**src/common/occ_params.svh**
```systemverilog
`ifndef OCC_PARAMS_SVH
`define OCC_PARAMS_SVH
// register byte offsets
`define OCC_CTRL_OFS      12'h000
`define OCC_PRI_OFS       12'h004
`define OCC_SEC_OFS       12'h008
`define OCC_IRQ_STAT_OFS  12'h00C
`define OCC_IRQ_MASK_OFS  12'h010
// control field positions
`define OCC_ON_BIT        15
`define OCC_IDLE_BIT      13
`define OCC_WIDE_BIT      5
`define OCC_FLT_BIT       4
`define OCC_TSEL_BIT      3
`define OCC_MODE_LSB      0
// writable mask of control register
`define OCC_CTRL_WMASK    32'h0000_A02F
// reset values
`define OCC_CTRL_RST      32'h0000_0000
`define OCC_CMP_RST       32'h0000_0000
// interrupt status bits
`define OCC_IRQ_MATCH_BIT 0
`define OCC_IRQ_SEC_BIT   1
`define OCC_IRQ_FLT_BIT   2
`define OCC_IRQ_W         3
`endif

```
**src/common/occ_pkg.sv**
```systemverilog
package occ_pkg;
    typedef enum logic [2:0] {
        OCC_OFF    = 3'b000,
        OCC_SETHI  = 3'b001,
        OCC_SETLO  = 3'b010,
        OCC_TOGGLE = 3'b011,
        OCC_SINGLE = 3'b100,
        OCC_CONT   = 3'b101,
        OCC_PWM    = 3'b110,
        OCC_PWMFLT = 3'b111
    } occ_mode_e;
    // pulse sequencer, gray along arm -> wait-rise -> wait-fall -> done
    typedef enum logic [1:0] {
        OCC_ARM  = 2'b00,
        OCC_RISE = 2'b01,
        OCC_FALL = 2'b11,
        OCC_DONE = 2'b10
    } occ_seq_e;
endpackage

```
**src/rtl/occ_channel.sv**
```systemverilog
`timescale 1ns/1ps
`include "occ_params.svh"
module occ_channel
    import occ_pkg::*;
(
    input  wire logic        core_clk,
    input  wire logic        resetn,
    input  wire logic        psel,
    input  wire logic        penable,
    input  wire logic        pwrite,
    input  wire logic [11:0] paddr,
    input  wire logic [31:0] pwdata,
    output logic      [31:0] prdata,
    output logic             pready,
    output logic             pslverr,
    input  wire logic [31:0] second_timer,
    input  wire logic [31:0] third_timer,
    input  wire logic        device_idle,
    input  wire logic        fault_pin_n,
    output logic             compare_output_pin,
    output logic             irq
);

    ////////////////////////////////////////////////////////////////////////
    // registers and helpers
    logic [31:0] ctrl;
    logic [31:0] primary_compare_value;
    logic [31:0] secondary_compare_value;
    logic        pwm_fault_flag;
    logic [2:0]  irq_stat;
    logic [2:0]  irq_mask;
    logic [2:0]  flt_sync;
    logic        fault_act;
    occ_seq_e    seq;
    logic [2:0]  mode_q;
    logic        last_on;

    function automatic logic cmp_eq(input logic [31:0] cnt, input logic [31:0] val, input logic wide);
        cmp_eq = wide ? (cnt == val) : (cnt[15:0] == val[15:0]);
    endfunction

    occ_mode_e   mode;
    logic        enabled;
    logic        running;
    logic        wide;
    logic [31:0] tcount;
    logic        pri_hit;
    logic        sec_hit;
    logic        wr_en;
    logic        rd_en;
    logic        addr_ok;

    assign mode    = occ_mode_e'(ctrl[`OCC_MODE_LSB +: 3]);
    assign enabled = ctrl[`OCC_ON_BIT];
    assign running = enabled && !(ctrl[`OCC_IDLE_BIT] && device_idle);
    assign wide    = ctrl[`OCC_WIDE_BIT];
    assign tcount  = ctrl[`OCC_TSEL_BIT] ? third_timer : second_timer;
    assign pri_hit = running && cmp_eq(tcount, primary_compare_value, wide);
    assign sec_hit = running && cmp_eq(tcount, secondary_compare_value, wide);
    assign wr_en   = psel && penable && pwrite && pready;
    assign rd_en   = psel && !penable && !pwrite;
    assign addr_ok = (paddr == `OCC_CTRL_OFS) || (paddr == `OCC_PRI_OFS) || (paddr == `OCC_SEC_OFS)
                  || (paddr == `OCC_IRQ_STAT_OFS) || (paddr == `OCC_IRQ_MASK_OFS);

    ////////////////////////////////////////////////////////////////////////
    // fault pin synchroniser, change accepted once stages two and three agree
    always_ff @(posedge core_clk) begin
        if (!resetn) begin
            flt_sync  <= 3'b111;
            fault_act <= 1'b0;
        end else begin
            flt_sync <= {flt_sync[1:0], fault_pin_n};
            if (flt_sync[1] == flt_sync[2]) begin
                fault_act <= !flt_sync[2];
            end
        end
    end

    ////////////////////////////////////////////////////////////////////////
    // apb slave, zero wait states
    always_ff @(posedge core_clk) begin
        if (!resetn) begin
            ctrl                    <= `OCC_CTRL_RST;
            primary_compare_value   <= `OCC_CMP_RST;
            secondary_compare_value <= `OCC_CMP_RST;
            irq_mask                <= 3'b000;
        end else if (wr_en) begin
            unique case (paddr)
                `OCC_CTRL_OFS:     ctrl <= pwdata & `OCC_CTRL_WMASK & ~(32'h0000_0001 << `OCC_FLT_BIT);
                `OCC_PRI_OFS:      primary_compare_value   <= pwdata;
                `OCC_SEC_OFS:      secondary_compare_value <= pwdata;
                `OCC_IRQ_MASK_OFS: irq_mask <= pwdata[2:0];
                default: ;
            endcase
        end
    end

    always_ff @(posedge core_clk) begin
        if (!resetn) begin
            pready  <= 1'b0;
            pslverr <= 1'b0;
            prdata  <= 32'h0000_0000;
        end else begin
            pready  <= psel && !penable;
            pslverr <= psel && !penable && !addr_ok;
            if (rd_en) begin
                unique case (paddr)
                    `OCC_CTRL_OFS:     prdata <= ctrl | ({31'h0000_0000, pwm_fault_flag && mode == OCC_PWMFLT}
                                                << `OCC_FLT_BIT);
                    `OCC_PRI_OFS:      prdata <= primary_compare_value;
                    `OCC_SEC_OFS:      prdata <= secondary_compare_value;
                    `OCC_IRQ_STAT_OFS: prdata <= {29'h0000_0000, irq_stat};
                    `OCC_IRQ_MASK_OFS: prdata <= {29'h0000_0000, irq_mask};
                    default:           prdata <= 32'h0000_0000;
                endcase
            end
        end
    end

    ////////////////////////////////////////////////////////////////////////
    // fault flag, hardware set and hardware cleared on leaving fault pwm
    always_ff @(posedge core_clk) begin
        if (!resetn) begin
            pwm_fault_flag <= 1'b0;
        end else if (running && mode == OCC_PWMFLT && fault_act) begin
            pwm_fault_flag <= 1'b1;
        end else if (!enabled || mode != OCC_PWMFLT) begin
            pwm_fault_flag <= 1'b0;
        end
    end

    ////////////////////////////////////////////////////////////////////////
    // mode change tracking, re-initialise the output on any change
    always_ff @(posedge core_clk) begin
        if (!resetn) begin
            mode_q  <= 3'b000;
            last_on <= 1'b0;
        end else begin
            mode_q  <= mode;
            last_on <= enabled;
        end
    end

    logic reinit;
    assign reinit = (mode_q != mode) || (last_on != enabled);

    ////////////////////////////////////////////////////////////////////////
    // pulse sequencer for single and continuous pulse modes
    always_ff @(posedge core_clk) begin
        if (!resetn) begin
            seq <= OCC_ARM;
        end else if (reinit || !enabled) begin
            seq <= OCC_ARM;
        end else if (running) begin
            unique case (seq)
                OCC_ARM:  seq <= OCC_RISE;
                OCC_RISE: if (pri_hit) seq <= OCC_FALL;
                OCC_FALL: if (sec_hit) seq <= (mode == OCC_CONT) ? OCC_RISE : OCC_DONE;
                OCC_DONE: seq <= OCC_DONE;
            endcase
        end
    end

    ////////////////////////////////////////////////////////////////////////
    // output pin
    always_ff @(posedge core_clk) begin
        if (!resetn) begin
            compare_output_pin <= 1'b0;
        end else if (!enabled) begin
            compare_output_pin <= 1'b0;
        end else if (reinit) begin
            compare_output_pin <= (mode == OCC_SETLO);
        end else if (running) begin
            unique case (mode)
                OCC_OFF:    compare_output_pin <= 1'b0;
                OCC_SETHI:  if (pri_hit) compare_output_pin <= 1'b1;
                OCC_SETLO:  if (pri_hit) compare_output_pin <= 1'b0;
                OCC_TOGGLE: if (pri_hit) compare_output_pin <= !compare_output_pin;
                OCC_SINGLE, OCC_CONT: begin
                    if (seq == OCC_RISE && pri_hit) begin
                        compare_output_pin <= 1'b1;
                    end else if (seq == OCC_FALL && sec_hit) begin
                        compare_output_pin <= 1'b0;
                    end
                end
                OCC_PWM, OCC_PWMFLT: begin
                    if (mode == OCC_PWMFLT && (fault_act || pwm_fault_flag)) begin
                        compare_output_pin <= 1'b0;
                    end else if (pri_hit) begin
                        compare_output_pin <= 1'b1;
                    end else if (sec_hit) begin
                        compare_output_pin <= 1'b0;
                    end
                end
            endcase
        end
    end

    ////////////////////////////////////////////////////////////////////////
    // interrupts, sticky, write one to clear, set wins over clear
    logic [2:0] ev;
    assign ev = {running && mode == OCC_PWMFLT && fault_act, sec_hit && mode != OCC_OFF, pri_hit && mode != OCC_OFF};

    always_ff @(posedge core_clk) begin
        if (!resetn) begin
            irq_stat <= 3'b000;
        end else begin
            irq_stat <= (irq_stat & ~((wr_en && paddr == `OCC_IRQ_STAT_OFS) ? pwdata[2:0] : 3'b000)) | ev;
        end
    end

    always_ff @(posedge core_clk) begin
        if (!resetn) begin
            irq <= 1'b0;
        end else begin
            irq <= |(irq_stat & irq_mask);
        end
    end

    ////////////////////////////////////////////////////////////////////////
    // assertions
    property p_off_low;
        @(posedge core_clk) disable iff (!resetn) !enabled |=> !compare_output_pin;
    endproperty
    a_off_low: assert property (p_off_low) else $error("pin high while disabled");

    property p_idle_hold;
        @(posedge core_clk) disable iff (!resetn)
            (enabled && ctrl[`OCC_IDLE_BIT] && device_idle && !reinit) |=> $stable(compare_output_pin);
    endproperty
    a_idle_hold: assert property (p_idle_hold) else $error("pin moved in idle");

    property p_flt_ro;
        @(posedge core_clk) disable iff (!resetn)
            (!(running && mode == OCC_PWMFLT && fault_act)) |=> !$rose(pwm_fault_flag);
    endproperty
    a_flt_ro: assert property (p_flt_ro) else $error("fault flag rose without fault");

    property p_unimpl;
        @(posedge core_clk) disable iff (!resetn) (psel && !penable && !pwrite && paddr == `OCC_CTRL_OFS)
            |=> (prdata & ~(`OCC_CTRL_WMASK | (32'h0000_0001 << `OCC_FLT_BIT))) == 32'h0000_0000;
    endproperty
    a_unimpl: assert property (p_unimpl) else $error("unimplemented bit reads one");

    property p_toggle;
        @(posedge core_clk) disable iff (!resetn)
            (mode == OCC_TOGGLE && pri_hit && !reinit) |=> (compare_output_pin != $past(compare_output_pin));
    endproperty
    a_toggle: assert property (p_toggle) else $error("toggle missed");

    property p_sethi;
        @(posedge core_clk) disable iff (!resetn)
            (enabled && mode == OCC_SETHI && pri_hit && !reinit) |=> compare_output_pin;
    endproperty
    a_sethi: assert property (p_sethi) else $error("set high missed");

    property p_setlo;
        @(posedge core_clk) disable iff (!resetn)
            (enabled && mode == OCC_SETLO && pri_hit && !reinit) |=> !compare_output_pin;
    endproperty
    a_setlo: assert property (p_setlo) else $error("force low missed");

    property p_fault;
        @(posedge core_clk) disable iff (!resetn)
            (running && mode == OCC_PWMFLT && fault_act && !reinit) |=> (!compare_output_pin && pwm_fault_flag);
    endproperty
    a_fault: assert property (p_fault) else $error("fault not honoured");

    property p_single;
        @(posedge core_clk) disable iff (!resetn) (seq == OCC_DONE && mode == OCC_SINGLE) |-> !compare_output_pin;
    endproperty
    a_single: assert property (p_single) else $error("extra single pulse");

    // fault flag hidden on control reads outside fault pwm
    property p_flt_zero;
        @(posedge core_clk) disable iff (!resetn)
            (psel && !penable && !pwrite && paddr == `OCC_CTRL_OFS && mode != OCC_PWMFLT)
            |=> !prdata[`OCC_FLT_BIT];
    endproperty
    a_flt_zero: assert property (p_flt_zero) else $error("fault flag visible outside fault pwm");

    // mode or enable change starts low unless force-low mode
    property p_init_lo;
        @(posedge core_clk) disable iff (!resetn)
            (enabled && reinit && mode != OCC_SETLO) |=> !compare_output_pin;
    endproperty
    a_init_lo: assert property (p_init_lo) else $error("pin not initialised low");

    // force-low mode starts high
    property p_init_hi;
        @(posedge core_clk) disable iff (!resetn)
            (enabled && reinit && mode == OCC_SETLO) |=> compare_output_pin;
    endproperty
    a_init_hi: assert property (p_init_hi) else $error("pin not initialised high");

    // plain pwm raises on primary match even with the fault input active
    property p_pwm_rise;
        @(posedge core_clk) disable iff (!resetn)
            (running && mode == OCC_PWM && pri_hit && !reinit) |=> compare_output_pin;
    endproperty
    a_pwm_rise: assert property (p_pwm_rise) else $error("pwm rise missed");

    // mode off keeps the pin low
    property p_off_mode;
        @(posedge core_clk) disable iff (!resetn)
            (running && mode == OCC_OFF && !reinit) |=> !compare_output_pin;
    endproperty
    a_off_mode: assert property (p_off_mode) else $error("pin active in mode off");

    // primary match is recorded as a sticky event
    property p_evt;
        @(posedge core_clk) disable iff (!resetn)
            (pri_hit && mode != OCC_OFF) |=> irq_stat[`OCC_IRQ_MATCH_BIT];
    endproperty
    a_evt: assert property (p_evt) else $error("match event not recorded");

    // interrupt follows unmasked status one cycle later
    property p_irq_lvl;
        @(posedge core_clk) disable iff (!resetn)
            (|(irq_stat & irq_mask)) |=> irq;
    endproperty
    a_irq_lvl: assert property (p_irq_lvl) else $error("interrupt not raised");

    c_toggle: cover property (@(posedge core_clk) disable iff (!resetn) mode == OCC_TOGGLE && pri_hit);
    c_pwm:    cover property (@(posedge core_clk) disable iff (!resetn) mode == OCC_PWM && $fell(compare_output_pin));
    c_fault:  cover property (@(posedge core_clk) disable iff (!resetn) $rose(pwm_fault_flag));
    c_irq:    cover property (@(posedge core_clk) disable iff (!resetn) $rose(irq));
    c_single: cover property (@(posedge core_clk) disable iff (!resetn) seq == OCC_DONE && mode == OCC_SINGLE);

endmodule

```
**config.mk**
```make
export PLATFORM = sky130hd
export DESIGN_NAME = occ_channel
export DESIGN_NICKNAME = d
export VERILOG_FILES = /design/src/common/occ_pkg.sv /design/src/rtl/occ_channel.sv
export VERILOG_INCLUDE_DIRS = /design/src /design/src/common
export SDC_FILE = /design/constraint.sdc
export NUM_CORES = 1
export LEC_CHECK = 0
export ABC_AREA = 1
export BUFFER_PORTS_ARGS = -buffer_cell sky130_fd_sc_hd__buf_2
export CORE_UTILIZATION = 25
export CTS_CLUSTER_SIZE = 8
export DETAILED_ROUTE_END_ITERATION = 7
export SLEW_MARGIN = 20
export SYNTH_ARGS = -nofsm -noshare
export SYNTH_HDL_FRONTEND = slang
export SYNTH_SLANG_ARGS = --single-unit
```
**constraint.sdc**
```tcl
create_clock -name core_clk -period 1.8 [get_ports core_clk]
set_input_delay 0.18 -clock core_clk [delete_from_list [all_inputs] [get_ports core_clk]]
set_output_delay 0.18 -clock core_clk [all_outputs]
set_load 0.005 [all_outputs]
```
==> reports/metrics.csv <==
metric;value;unit
crit_fanout;6;
power_frac_clock;0.510;
vias;7255;
core_area;25500;µm²
post_drt_via_cell_ratio;4.70;
power.share.combinational;0.075;
placed_cells;1502;
failed_checks;setup timing;
sink_count;124;
totalNegativeSetupSlack;-922;ps
dpl_worst_slack;-289;ps
setup_violations;5;
dieWidth;164;µm
delay_of_the_slowest_critical_path_stage;400;ps
post-layout-total-power;6.64;mW
num-fill-cells;2767;
clk_path_buf_depth;2;
internal_power;5.04;mW
synth_seq_area_share;0.378;
grt_first_pass_wirelength;35.0;mm
final_number_of_max_transition_violations;0;
pin_count;151;
status;finished, violations left;
post_synth_main_area_contributors;dfxtp_1 (38%), nand2_1 (17%), a21oi_1 (8.7%);
netSwitchingPower;1.60;mW
placement.cell_area;7860;µm²
maximum_number_of_pins_on_one_net_before_global_route_repair;65;
cellLeakagePower;3.80;nW
criticalPathCategory;reg2reg;
worst_path_most_repeated_cell;nand2_1;
p_sw_frac;0.241;
critical_path.slowest_cell;dfxtp_4;
critical_path.endpoint_type;flop;
cts_made_buffers;17;
hold_slack;46.8;ps
multiInputGateArea;3510;µm²
layoutNonFillerInstCount;1542;
worst_clock_skew;12.7;ps
die-area;26900;µm²
globalplace.congestion;0.869;
critical_path.cell_chain;inv_8 > buf_8 > buf_8 > nand2_4 > nand2_2 > nand2_1 > nand2_1 > nor2_1 > nand2_1 > nor2_2 > nand2_2 > nand2_2 > nand2_2 > nand2_1 > nand2_1 > nand2_1 > nand3_2 > nand2_1 > nand2_1 > inv_1 > nor2_1;
worst-endpoint-arrival;2370;ps
required_time_worst_endpoint;2110;ps
first_global_vias;6824;
area_grow_syn2layout;33.2;%
yosys_warnings;0;
max-vdd-ir-drop;0.508;mV
synthCells;1036;
final_period_minus_worst_setup_slack;2060;ps
grt_antenna_before_repair;3;
ctsHtreeMaxLevel;4;
buffer_ports.inserted;150;
hold_fails_final_rpt;0;
finished_core_util;0.343;
dieHeight;164;µm
detail_route.drc_violations;0;
yosysTopAreaCellShare;0.378;
clk_pin_slew;60;ps
synth_seq_cells;124;
floorplan.rows;58;
library_cells_used_by_synthesis;30;
register_area;2490;µm²
power_per_cell_area;760;nW/µm²
grt_usage;0.171;
fin_ws;-260;ps
layout-drive-gt1-share;0.230;
seq_power_share;0.415;
min_period_over_period;1.14;
grt.overflow.total;0;
syn_area;6560;µm²
critical_path.startpoint_type;flop;
max_clock_freq;485;MHz
worst_skew_pair.late_latency;420;ps
wire_per_inst;14.9;µm
grt_setup_unrepaired;true;
postRouteWirelength;22.9;mm
max_slew_margin;0.736;
synth_area_per_cell;6.33;µm²
drv.max_cap_violation_count;0;
drtIter0Drc;519;
tightest_slew;392;ps
synthesis.nets;1151;
detailedRoute.firstPassIterationCount;5;
worst_hold_path_type;in2reg;
clock_tree_from_tritoncts;yes;
floorplan.initialDensity;0.258;
ant_nets;0;
netlist.top_cell.by_area;dfxtp_1;
fin_nets;1314;
post-dp-hpwl;16.7;mm
final_area;8740;µm²
cts.root.buffer_cell;clkbuf_16;
ff2ff_setup_slack;-260;ps
## cells in the final DEF, fill, tap and decap left out, drive strengths merged, types with 5 or more instances in the layout
master  count
xor2        9
inv       131
nand2     300
nand3      87
or2         7
nand4      10
buf       191
clkbuf     21
nor3        5
nor2       64
clkinv      7
dfxtp     124
o22ai      32
o21ai      90
a21oi     114
## logic make-up after synthesis
logic type | Yosys count | synth area share
AO/OA/AOI/OAI | 247 | 0.199
XOR/XNOR | 9 | 0.0120
buffers and inverters | 181 | 0.111
flip-flops | 124 | 0.378
AND/OR/NAND/NOR | 475 | 0.299
## flip-flops by register name, indices dropped and copies added (netlist names), 2 cells and up
register and count:
ctrl 7, mode_q 3, seq 2, secondary_compare_value 32
primary_compare_value 32, irq_mask 3, flt_sync 3, prdata 32
irq_stat 3
## layout make-up
class,instances,share of cell area
antenna,1,0.000286
tap,330,0.0473
clock inverter,11,0.0137
inverter,132,0.0576
clock buffer,20,0.0523
timing repair buffer,193,0.142
multi-input combinational,731,0.402
sequential,124,0.285
## metal layers
layer | wire length [µm] | part of all wire | track usage | vias up
met5 | 23 | 0.0010 | 0 | -
met4 | 479 | 0.021 | 0.0623 | 4
met3 | 1720 | 0.075 | 0.0396 | 34
met2 | 10400 | 0.45 | 0.285 | 250
met1 | 10300 | 0.45 | 0.215 | 3265
li1 | - | - | - | 3702
## power by group through the flow
stage | clock, mW | sequential [mW] | combinational, mW
after global placement | 0 | 2.82 | 0.474
final | 3.39 | 2.75 | 0.498
after floorplan | 0 | 2.82 | 0.222
after global routing | 3.56 | 2.75 | 0.556
after CTS | 3.44 | 2.75 | 0.489
after detailed placement | 0 | 2.82 | 0.474
## cell usage after synthesis
| master | instances |
|---|---|
| a211oi_1 | 4 |
| nand2_1 | 297 |
| or2_2 | 6 |
| a41oi_1 | 1 |
| a221oi_1 | 1 |
| o22ai_1 | 32 |
| inv_2 | 3 |
| nor2_2 | 2 |
| buf_6 | 5 |
| xor2_1 | 9 |
| nand3_1 | 87 |
| o211ai_1 | 4 |
| nor4_1 | 1 |
| o21ai_0 | 88 |
| nor2_1 | 62 |
| a21oi_1 | 114 |
| nor3_1 | 4 |
| a31oi_1 | 1 |
| buf_2 | 2 |
| nor3_2 | 1 |
| nand4_1 | 10 |
| or2_1 | 1 |
| nand2_2 | 3 |
| nor3b_1 | 1 |
| o21ai_1 | 2 |
| buf_4 | 3 |
| clkbuf_1 | 39 |
| inv_1 | 128 |
| dfxtp_1 | 124 |
| clkinv_1 | 1 |
## critical path: cells and delay by family, from the launching register on
| kind | cells | cell delay [ps] |
|---|---|---|
| and+or+nand+nor | 17 | 1170 |
| buffers and inverters | 4 | 390 |
| DFF | 1 | 400 |
## repair_timing
action	CTS	global route
buffers inserted	3	2
endpoints found under the setup margin	5	5
hold buffers	1	0
gates resized for setup	37	28
hold endpoints to repair	1	0
gates cloned	1	1
pin swaps	13	15
## final timing paths
check | from | end | cells past startpoint
min reg2reg | flt_sync[2] | fault_act | 1
max reg2reg | ctrl[3] | compare_output_pin | 21
max | ctrl[3] | compare_output_pin | 21
min | pwdata[9] | primary_compare_value[9] | 3
Note: power is estimated with default switching activity, not from simulation.
